## src/rtl/arc_pkg.sv

```systemverilog
// Package for the autoreclosure supervisory state machine
package arc_pkg;
  // Clock period and fixed breaker supervision window
  localparam int unsigned CLK_PERIOD_NS = 20;
  localparam int unsigned BKR_SUPV_MS = 200;
  localparam int unsigned NS_PER_MS = 1000000;
  localparam int unsigned BKR_SUPV_CYC = BKR_SUPV_MS * NS_PER_MS / CLK_PERIOD_NS;

  // Widths
  localparam int TMR_W = 32;
  localparam int SHOT_W = 4;
  localparam int FN_W = 4;
  localparam int EXB_W = 2;
  localparam logic [SHOT_W-1:0] SHOT_RST = 4'h0;
  localparam logic [SHOT_W-1:0] SHOT_ONE = 4'h1;
  localparam logic [TMR_W-1:0] TMR_RST = 32'h0;
  localparam logic [TMR_W-1:0] TMR_ONE = 32'h1;

  // One-hot states, top level and shot cycle
  typedef enum logic [9:0] {
    ST_STANDBY   = 10'h001,
    ST_MAN_BLOCK = 10'h002,
    ST_READY     = 10'h004,
    ST_RUNNING   = 10'h008,
    ST_WAIT_OPEN = 10'h010,
    ST_DEAD      = 10'h020,
    ST_RECLOSING = 10'h040,
    ST_RUN2RDY   = 10'h080,
    ST_BLOCKED   = 10'h100,
    ST_LOCKOUT   = 10'h200
  } arc_state_t;

  // Operator configuration, stable during a sequence
  typedef struct packed {
    logic enable;
    logic cb_assigned;
    logic cb_ready_used;
    logic [SHOT_W-1:0] shots;
    logic [FN_W-1:0] init_assign;
    logic [FN_W-1:0] block_assign;
    logic [TMR_W-1:0] t_man_block;
    logic [TMR_W-1:0] t_fault;
    logic [TMR_W-1:0] t_dead;
    logic [TMR_W-1:0] t_recl_supv;
    logic [TMR_W-1:0] t_run2rdy;
    logic [TMR_W-1:0] t_lo_reset;
  } arc_cfg_t;

  // Live inputs from breaker and protective functions
  typedef struct packed {
    logic cb_closed;
    logic cb_ready;
    logic [FN_W-1:0] init_pickup;
    logic [FN_W-1:0] init_trip;
    logic [FN_W-1:0] block_fn;
    logic [EXB_W-1:0] external_block_inputs;
    logic general_trip;
    logic rate_exceeded;
    logic breaker_fail;
    logic lockout_reset;
  } arc_in_t;

  // Whole module state
  typedef struct packed {
    arc_state_t st;
    logic [TMR_W-1:0] tmr;
    logic [SHOT_W-1:0] shot;
    logic successful;
    logic failed;
    logic reclose_cmd;
    logic lo_armed;
    logic cb_prev;
  } arc_reg_t;
endpackage : arc_pkg

```

## src/rtl/arc_autoreclose.sv

```systemverilog
// Autoreclosure supervisory state machine with shot cycle
//
// How it works
// - Initiation needs enable, breaker assigned, no blocks.
// - Standby with breaker open; never recloses there.
// - Breaker close starts manual block, then Ready.
// - Ready needs closed breaker, no initiate, no block.
// - Run entered from Ready on initiate, or from run-to-ready on a retrip.
// - Blocked while any assigned or external block is asserted, except in Lockout.
// - Listed failures all drive Lockout.
// - Lockout exits after reset input and timer.
// - Service alarms never cause Lockout.
// - Running times fault, trip moves to wait open.
// - Breaker must open within 200 ms window.
// - Dead timer only cut by block, disable, or breaker close to Lockout.
// - Reclose only if open, ready, no trips.
// - Shot counter increments in the same cycle as reclose command.
// - Reclose supervision timer starts entering Reclosing.
// - Breaker closed in Reclosing starts run-to-ready.
// - Run-to-ready expiry returns Ready, sets successful.
// - Retrip repeats shot; last shot fails to Lockout.
`timescale 1ns/1ps
module arc_autoreclose
  import arc_pkg::*;
#(
  parameter int unsigned BKR_SUPV_CYCLES = BKR_SUPV_CYC
) (
  // Clock and reset
  input wire logic ref_clk,
  input wire logic reset_n,
  // Configuration and live inputs
  input wire arc_cfg_t cfg,
  input wire arc_in_t din,
  // Status and breaker command
  output arc_state_t state,
  output logic [SHOT_W-1:0] shot_count,
  output logic successful,
  output logic failed,
  output logic reclose_cmd
);

  localparam logic [TMR_W-1:0] BKR_SUPV_LOAD = TMR_W'(BKR_SUPV_CYCLES);

  arc_reg_t r_ff;
  arc_reg_t nxt_r;

  // True when a masked function set has any bit up
  function automatic logic any_sel(input logic [FN_W-1:0] sig,
                                   input logic [FN_W-1:0] msk);
    any_sel = |(sig & msk);
  endfunction : any_sel

  // Timer has run out
  function automatic logic tmr_done(input logic [TMR_W-1:0] t);
    tmr_done = (t == TMR_RST);
  endfunction : tmr_done

  logic act;
  logic blk;
  logic init_any;
  logic trip_any;
  logic cb_on_event;
  logic recl_ok;

  // Qualifying conditions
  always_comb begin
    act = cfg.enable & cfg.cb_assigned;
    blk = any_sel(din.block_fn, cfg.block_assign) |
          (|din.external_block_inputs);
    init_any = any_sel(din.init_pickup | din.init_trip, cfg.init_assign);
    trip_any = any_sel(din.init_trip, cfg.init_assign);
    cb_on_event = din.cb_closed & ~r_ff.cb_prev;
    recl_ok = ~din.cb_closed &
              (din.cb_ready | ~cfg.cb_ready_used) &
              ~init_any & ~din.general_trip;
  end

  // Next-state logic
  always_comb begin
    nxt_r = r_ff;
    nxt_r.cb_prev = din.cb_closed;
    nxt_r.reclose_cmd = 1'b0;
    if (!tmr_done(r_ff.tmr)) begin
      nxt_r.tmr = r_ff.tmr - TMR_ONE;
    end
    if (!act) begin
      nxt_r.st = ST_STANDBY;
      nxt_r.tmr = TMR_RST;
      nxt_r.lo_armed = 1'b0;
    end else if (blk && r_ff.st != ST_LOCKOUT) begin
      nxt_r.st = ST_BLOCKED;
      nxt_r.tmr = TMR_RST;
    end else begin
      unique case (r_ff.st)
        ST_STANDBY: begin
          // Wait for the breaker to be closed
          if (cb_on_event) begin
            nxt_r.st = ST_MAN_BLOCK;
            nxt_r.tmr = cfg.t_man_block;
          end
        end
        ST_MAN_BLOCK: begin
          // Trip during blocking is allowed; check breaker afterward
          if (tmr_done(r_ff.tmr)) begin
            nxt_r.st = din.cb_closed ? ST_READY : ST_STANDBY;
          end
        end
        ST_READY: begin
          if (!din.cb_closed) begin
            nxt_r.st = ST_STANDBY;
          end else if (init_any) begin
            nxt_r.st = ST_RUNNING;
            nxt_r.tmr = cfg.t_fault;
            nxt_r.shot = SHOT_RST;
            nxt_r.successful = 1'b0;
            nxt_r.failed = 1'b0;
          end
        end
        ST_RUNNING: begin
          if (din.rate_exceeded || din.breaker_fail) begin
            nxt_r.st = ST_LOCKOUT;
          end else if (trip_any) begin
            nxt_r.st = ST_WAIT_OPEN;
            nxt_r.tmr = BKR_SUPV_LOAD;
          end else if (tmr_done(r_ff.tmr)) begin
            nxt_r.st = ST_LOCKOUT;
          end
        end
        ST_WAIT_OPEN: begin
          if (!din.cb_closed) begin
            nxt_r.st = ST_DEAD;
            nxt_r.tmr = cfg.t_dead;
          end else if (tmr_done(r_ff.tmr)) begin
            nxt_r.st = ST_LOCKOUT;
          end
        end
        ST_DEAD: begin
          if (din.cb_closed) begin
            nxt_r.st = ST_LOCKOUT;
          end else if (tmr_done(r_ff.tmr)) begin
            if (recl_ok) begin
              nxt_r.st = ST_RECLOSING;
              nxt_r.shot = r_ff.shot + SHOT_ONE;
              nxt_r.reclose_cmd = 1'b1;
              nxt_r.tmr = cfg.t_recl_supv;
            end else begin
              nxt_r.st = ST_LOCKOUT;
            end
          end
        end
        ST_RECLOSING: begin
          nxt_r.reclose_cmd = ~din.cb_closed;
          if (din.cb_closed) begin
            nxt_r.st = ST_RUN2RDY;
            nxt_r.tmr = cfg.t_run2rdy;
          end else if (tmr_done(r_ff.tmr)) begin
            nxt_r.st = ST_LOCKOUT;
          end
        end
        ST_RUN2RDY: begin
          if (init_any) begin
            if (r_ff.shot >= cfg.shots) begin
              nxt_r.st = ST_LOCKOUT;
              nxt_r.failed = 1'b1;
            end else begin
              nxt_r.st = ST_RUNNING;
              nxt_r.tmr = cfg.t_fault;
            end
          end else if (!din.cb_closed) begin
            nxt_r.st = ST_LOCKOUT;
          end else if (tmr_done(r_ff.tmr)) begin
            nxt_r.st = ST_READY;
            nxt_r.successful = 1'b1;
          end
        end
        ST_BLOCKED: begin
          nxt_r.st = ST_STANDBY;
        end
        ST_LOCKOUT: begin
          // Service alarms are not inputs here at all
          if (!r_ff.lo_armed) begin
            if (din.lockout_reset) begin
              nxt_r.lo_armed = 1'b1;
              nxt_r.tmr = cfg.t_lo_reset;
            end
          end else if (tmr_done(r_ff.tmr)) begin
            nxt_r.st = ST_STANDBY;
            nxt_r.lo_armed = 1'b0;
          end
        end
        default: begin
          nxt_r.st = ST_STANDBY;
          nxt_r.tmr = TMR_RST;
        end
      endcase
    end
  end

  // State register
  always_ff @(posedge ref_clk or negedge reset_n) begin
    if (!reset_n) begin
      r_ff.st <= ST_STANDBY;
      r_ff.tmr <= TMR_RST;
      r_ff.shot <= SHOT_RST;
      r_ff.successful <= 1'b0;
      r_ff.failed <= 1'b0;
      r_ff.reclose_cmd <= 1'b0;
      r_ff.lo_armed <= 1'b0;
      r_ff.cb_prev <= 1'b0;
    end else begin
      r_ff <= nxt_r;
    end
  end

  // Outputs straight from flops
  assign state = r_ff.st;
  assign shot_count = r_ff.shot;
  assign successful = r_ff.successful;
  assign failed = r_ff.failed;
  assign reclose_cmd = r_ff.reclose_cmd;
endmodule : arc_autoreclose

```

## config.mk

```make
export PLATFORM = sky130hd
export DESIGN_NAME = arc_autoreclose
export DESIGN_NICKNAME = d
export VERILOG_FILES = /design/src/rtl/arc_pkg.sv /design/src/rtl/arc_autoreclose.sv
export SDC_FILE = /design/constraint.sdc
export NUM_CORES = 1
export LEC_CHECK = 0
export BUFFER_PORTS_ARGS = -buffer_cell sky130_fd_sc_hd__buf_2
export CORE_MARGIN = 3
export CORE_UTILIZATION = 47
export DETAILED_ROUTE_END_ITERATION = 7
export GPL_TIMING_DRIVEN = 0
export HOLD_SLACK_MARGIN = 0.03
export PLACE_DENSITY_LB_ADDON = 0.12
export SLEW_MARGIN = 20
export SYNTH_ARGS = -nofsm -noshare
export SYNTH_HDL_FRONTEND = slang
export SYNTH_SLANG_ARGS = --single-unit
```

## constraint.sdc

```tcl
create_clock -name ref_clk -period 3.45 [get_ports ref_clk]
set_input_delay 0.345 -clock ref_clk [delete_from_list [all_inputs] [get_ports ref_clk]]
set_output_delay 0.345 -clock ref_clk [all_outputs]
set_load 0.005 [all_outputs]
```

; ---- After elaboration in Yosys (flattened, before gate mapping)
; Cells that the tools add are included.
[word_totals]
regBits = 51
latch_bits = 0
ramBits = 0
rom_bits = 0
inputBits = 229
elab_cells = 126
n_memories = 0
[op_classes]
addsub = 2
multipliers = 0
div = 0
magnitude_cmp = 1
n_eq_ne = 30
shifts = 0
n_mux = 53
n_bitwise = 17
n_reduce_logical = 15
[ops]
columns = op, count
row1 = $mux 32, 9
row2 = $pmux 32 s9, 1
row3 = $mux 10, 15
row4 = $mux 42, 3
row5 = $pmux 10 s9, 1
row6 = $mux 36, 2
row7 = $mux 48, 1
row8 = $mux 46, 1
row9 = $mux 38, 1
row10 = $logic_not 32->1, 1
row11 = $sub 32x1->32 const B, 1
row12 = $ne 2x2->1 const B, 11
row13 = $ne 4x4->1 const B, 4
row14 = $reduce_and 8->1, 2
row15 = $mux 1, 14
row16 = $reduce_and 7->1, 2
row17 = $and 4x4->4, 3
row18 = $reduce_or 4->1, 3
row19 = $eq 10x1->1 const B, 1
row20 = $eq 10x10->1 const B, 1
row21 = $eq 10x2->1 const B, 1
row22 = $eq 10x3->1 const B, 1
row23 = $eq 10x4->1 const B, 1
row24 = $eq 10x5->1 const B, 1
row25 = 24 further kinds, 37

; ---- Logic depth before layout (Yosys ltp)
[logic_depth]
ltp_word = 12
depth_mapped = 12

; ---- Worst setup path before layout
; Ideal clock, no wire load.
[synth_timing]
path_type = reg-to-reg
startpoint = register r_ff[33] (netlist bit)
endpoint = register r_ff[17] (netlist bit)
setup_ps = 136
arrival_time_ps = 2992
t_required_ps = 3314
path_slack_ps = 321
path_stages_with_launch = 11
synth_period_minus_slack_ps = 3129
path_cell_list = dfrtp_1 or4_1 buf_2 or4_4 buf_6 nor3_4 a21oi_2 or4_4 buf_2 o21ai_1 a21oi_1
[synth_rtl]
columns = item, line_no
row1 = "start, declared", arc_autoreclose.sv:44  ; arc_reg_t r_ff;
row2 = "start signal, assigned", arc_autoreclose.sv:211  ; r_ff <= nxt_r;

==> results.py <==
metrics = {
    "floorplanning": {
        "core_area_sq_um": 9819,
        "die_h_um": 106.5,
        "ios": 246,
        "start_util_pct": 48.38,
        "die-area_sq_um": 11350,
        "die_w_um": 106.5,
        "rows": 36,
    },
    "route": {
        "routed.top_layer": "met4",
        "wl_met2_um": 10770,
        "drt_iter0_drc": 841,
        "vias": 6541,
        "final_antenna_net_count": 0,
        "drc": 0,
        "wl_met1_um": 9001,
        "wire_per_inst_um": 23.49,
        "vias_per_cell": 6.502,
        "wl_met3_um": 3225,
        "drt-pass1-iter-count": 7,
        "routed_wl_um": 23630,
    },
    "timing": {
        "hold_viol": 0,
        "finalMaxSlewViolations": 0,
        "worst_pin_slew_ns": 0.9155,
        "max_freq_mhz": 293.9,
        "fin_crit_ns": 3.403,
        "clock_skew_ns": 0.01214,
        "timing.slew.headroom_pct": 38.74,
        "setup_viol": 0,
        "finalCritPeriodShare_pct": 98.64,
    },
    "placed_design": {
        "routabilityCongestion": 1.038,
        "dpl_cell_area_sq_um": 6146,
        "hpwlAfterDp_um": 18800,
        "io_buffers": 245,
    },
    "synthesis": {
        "syn_area_sq_um": 4751,
        "ys_ff_latch": 51,
        "seq_area_frac_synth_pct": 26.89,
        "syn_nets": 849,
        "ys.flop_type": "dfrtp_1",
        "synth_edf_count": 0,
        "synthArstFlopShare_pct": 100.0,
        "synth_cells": 613,
        "synth_top_area_share_pct": 26.34,
        "avgSynthCellArea_sq_um": 7.750,
        "synth_cell_types": 59,
        "synth_warnings": 0,
        "post_synth_main_area_contributors": "dfrtp_1, a221oi_1, nand2_1, nor2_1, a221o_1",
        "synth_top_cell_by_area": "dfrtp_1",
    },
    "setup_path": {
        "critical_path_class": "reg -> reg",
        "critPathRequiredTime_ns": 3.71,
        "start_kind": "register",
        "critPathMaxStageDelay_ns": 0.51,
        "rr_startpoint": "r_ff[33]",
        "path_buf_inv": 4,
        "cp_top_family": "simple AND/OR/NAND/NOR gates",
        "cp_cell_sequence": "or4_1 -> buf_2 -> or4_4 -> buf_6 -> or3_1 -> clkbuf_1 -> clkbuf_2 -> a2111oi_1 -> a21oi_1 -> a31oi_1",
        "arrival_ns": 3.66,
        "reg2reg_to": "r_ff[10]",
        "r2r_cells": 10,
        "critPathMaxFanout": 10,
        "r2r_slack_ns": 0.05,
        "crit_cells": 10,
        "end_kind": "register",
        "crit_slowest_cell": "or4_1",
    },
    "pwr": {
        "peakVddDrop_mv": 0.1487,
        "combPwrFrac_pct": 26.9,
        "clkPwrFrac_pct": 28.0,
        "switching_share_pct": 32.22,
        "p_per_area_nw_per_um2": 211.4,
        "power.internal_w": 0.0009085,
        "leakage_nw": 3.172,
        "seq_power_share_pct": 45.1,
        "p_sw_w": 0.0004319,
    },
    "global_route": {
        "grt_usage_pct": 39.84,
        "antenna_found_initial": 4,
        "overflow": 0,
        "grt_pass1_wl_um": 34490,
        "grt_pass1_vias": 6087,
        "grt_max_degree": 52,
    },
    "final_layout": {
        "final_util_pct": 64.58,
        "syn2layout_area_growth_pct": 33.47,
        "design_area_sq_um": 6341,
        "multi_input_area_sq_um": 3186,
        "fillers": 936,
        "drive_gt1_share_pct": 34.87,
        "layout.nets": 1104,
        "seqCellArea_sq_um": 1277,
    },
    "clock_tree": {
        "clock_latency_ns": 0.33,
        "cts.clk_slew.worst_paths_ns": 0.11,
        "cts_max_level": 2,
        "clock-sinks": 51,
        "cts_root_buf": "clkbuf_8",
        "cts_buffers": 5,
        "clockBufferDepth": 2,
        "cts_tree": "built",
    },
    "worst_hold_path": {
        "hold_path_class": "in -> async",
    },
    "job": {
        "maxCapViolations": 0,
    },
    "outcome": {
        "status": "complete, no violations",
    },
}
==> flip-flops by register name (all words and copies together) (netlist names) <==
name         cells
reclose_cmd      1
shot_count       4
successful       1
r_ff            34
state           10
failed           1
==> layout by cell type, fill, tap and decap left out, types with 6 or more instances in the layout <==
cell type	n
clkbuf_1	30
ha_1	7
nor4_1	16
o21ai_1	24
dfrtp_1	50
a21oi_1	36
nand4b_1	6
buf_2	249
nand3_1	10
xor2_1	16
or3_1	10
inv_1	12
o31a_1	6
a22o_1	19
and3_1	7
nor2b_1	8
xnor2_1	10
or4_1	7
a41oi_1	8
nor3_1	20
buf_4	20
a221oi_1	28
nor2_1	55
o21ai_0	21
a221o_1	20
nand2_1	69
a222oi_1	12
==> layout make-up <==
| type | count | area share [%] |
|---|---|---|
| Timing Repair Buffer | 249 | 19.85 |
| Inverter | 12 | 0.7103 |
| Antenna cell | 4 | 0.1579 |
| Multi-Input combinational cell | 490 | 50.24 |
| Clock buffer | 5 | 1.085 |
| Sequential cell | 51 | 20.15 |
| Tap cell | 133 | 2.624 |
| Clock inverter | 3 | 0.3157 |
| Buffer | 59 | 4.874 |
==> worst max path at each step <==
stage                     slack [ns]      from       end
after global placement         -0.38  state[1]  r_ff[11]
after global routing           -0.07  state[0]  r_ff[21]
final                           0.05  r_ff[33]  r_ff[10]
after floorplan                 0.32  r_ff[33]  r_ff[17]
after CTS                       0.04  state[0]  r_ff[19]
after detailed placement       -0.47  state[1]  r_ff[19]
==> logic make-up (layout without fill, tap and decap cells) <==
family / after synthesis / count (layout) / synth area share (%)
flops: 51 / 51 / 26.89
compound gates: 223 / 223 / 34.40
simple gates: 233 / 233 / 24.55
xor+xnor: 26 / 26 / 4.793
buf+inv: 72 / 328 / 7.295
other cells: 0 / 4 / 0
mux: 1 / 1 / 0.2370
fa+ha+maj: 7 / 7 / 1.843
==> power by group through the flow <==
stage | Sequential [W] | Combinational (W) | Clock (W)
final | 0.000605 | 0.000360 | 0.000375
after global routing | 0.000605 | 0.000385 | 0.000396
after CTS | 0.000605 | 0.000345 | 0.000374
after detailed placement | 0.000616 | 0.000339 | 0
after global placement | 0.000616 | 0.000333 | 0
after floorplan | 0.000616 | 0.000133 | 0
==> layer usage <==
layer / track usage, % / vias up
met1: 54.40 / 3111
met4: 12.05 / 0
met3: 11.11 / 53
met2: 61.36 / 479
li1: - / 2898
met5: 0 / -
==> stage by stage <==
| step | setup WS, ns | hold slack (ns) | TNS [ns] | cells | power (W) |
|---|---|---|---|---|---|
| global placement | -0.3767 | 0.5195 | -9.823 | 991 | 0.0009488 |
| finish | 0.04700 | 0.03956 | 0 | 1006 | 0.001340 |
| CTS | 0.03715 | 0.06918 | 0 | 1003 | 0.001323 |
| detailed placement | -0.4701 | 0.4319 | -11.87 | 991 | 0.0009550 |
| global route | -0.06535 | 0.08628 | -0.1197 | 1006 | 0.001385 |
| floorplan | 0.3212 | 0.04941 | 0 | 613 | 0.0007485 |
==> Yosys cell counts (all sizes together) (2+ instances only) <==
| cell | count |
|---|---|
| a211o | 2 |
| a211oi | 4 |
| a21boi | 2 |
| a21o | 2 |
| a21oi | 38 |
| a221o | 20 |
| a221oi | 30 |
| a222oi | 12 |
| a22o | 19 |
| a22oi | 5 |
| a31oi | 5 |
| a32o | 2 |
| a41oi | 8 |
| and3 | 7 |
| and4b | 2 |
| buf | 24 |
| clkbuf | 36 |
| dfrtp | 50 |
| ha | 7 |
| inv | 12 |
| nand2 | 69 |
| nand2b | 5 |
| nand3 | 10 |
| nand4 | 4 |
| nand4b | 6 |
| nor2 | 57 |
| nor2b | 8 |
| nor3 | 21 |
| nor4 | 18 |
| nor4b | 2 |
| o21a | 5 |
| o21ai | 46 |
| o221ai | 2 |
| o22ai | 5 |
| o2bb2ai | 2 |
| o31a | 6 |
| o31ai | 3 |
| or2 | 3 |
| or3 | 10 |
| or4 | 9 |
| xnor2 | 10 |
| xor2 | 16 |
==> repair_timing <==
| item | in CTS | in global routing |
|---|---|---|
| hold buffers | 0 | 0 |
| pin swaps | 1 | 0 |
| setup buffers | 4 | 0 |
| resized for setup | 4 | 21 |
| endpoints found under the setup margin | 40 | 43 |
No activity file was read; power rests on OpenSTA's default activity.
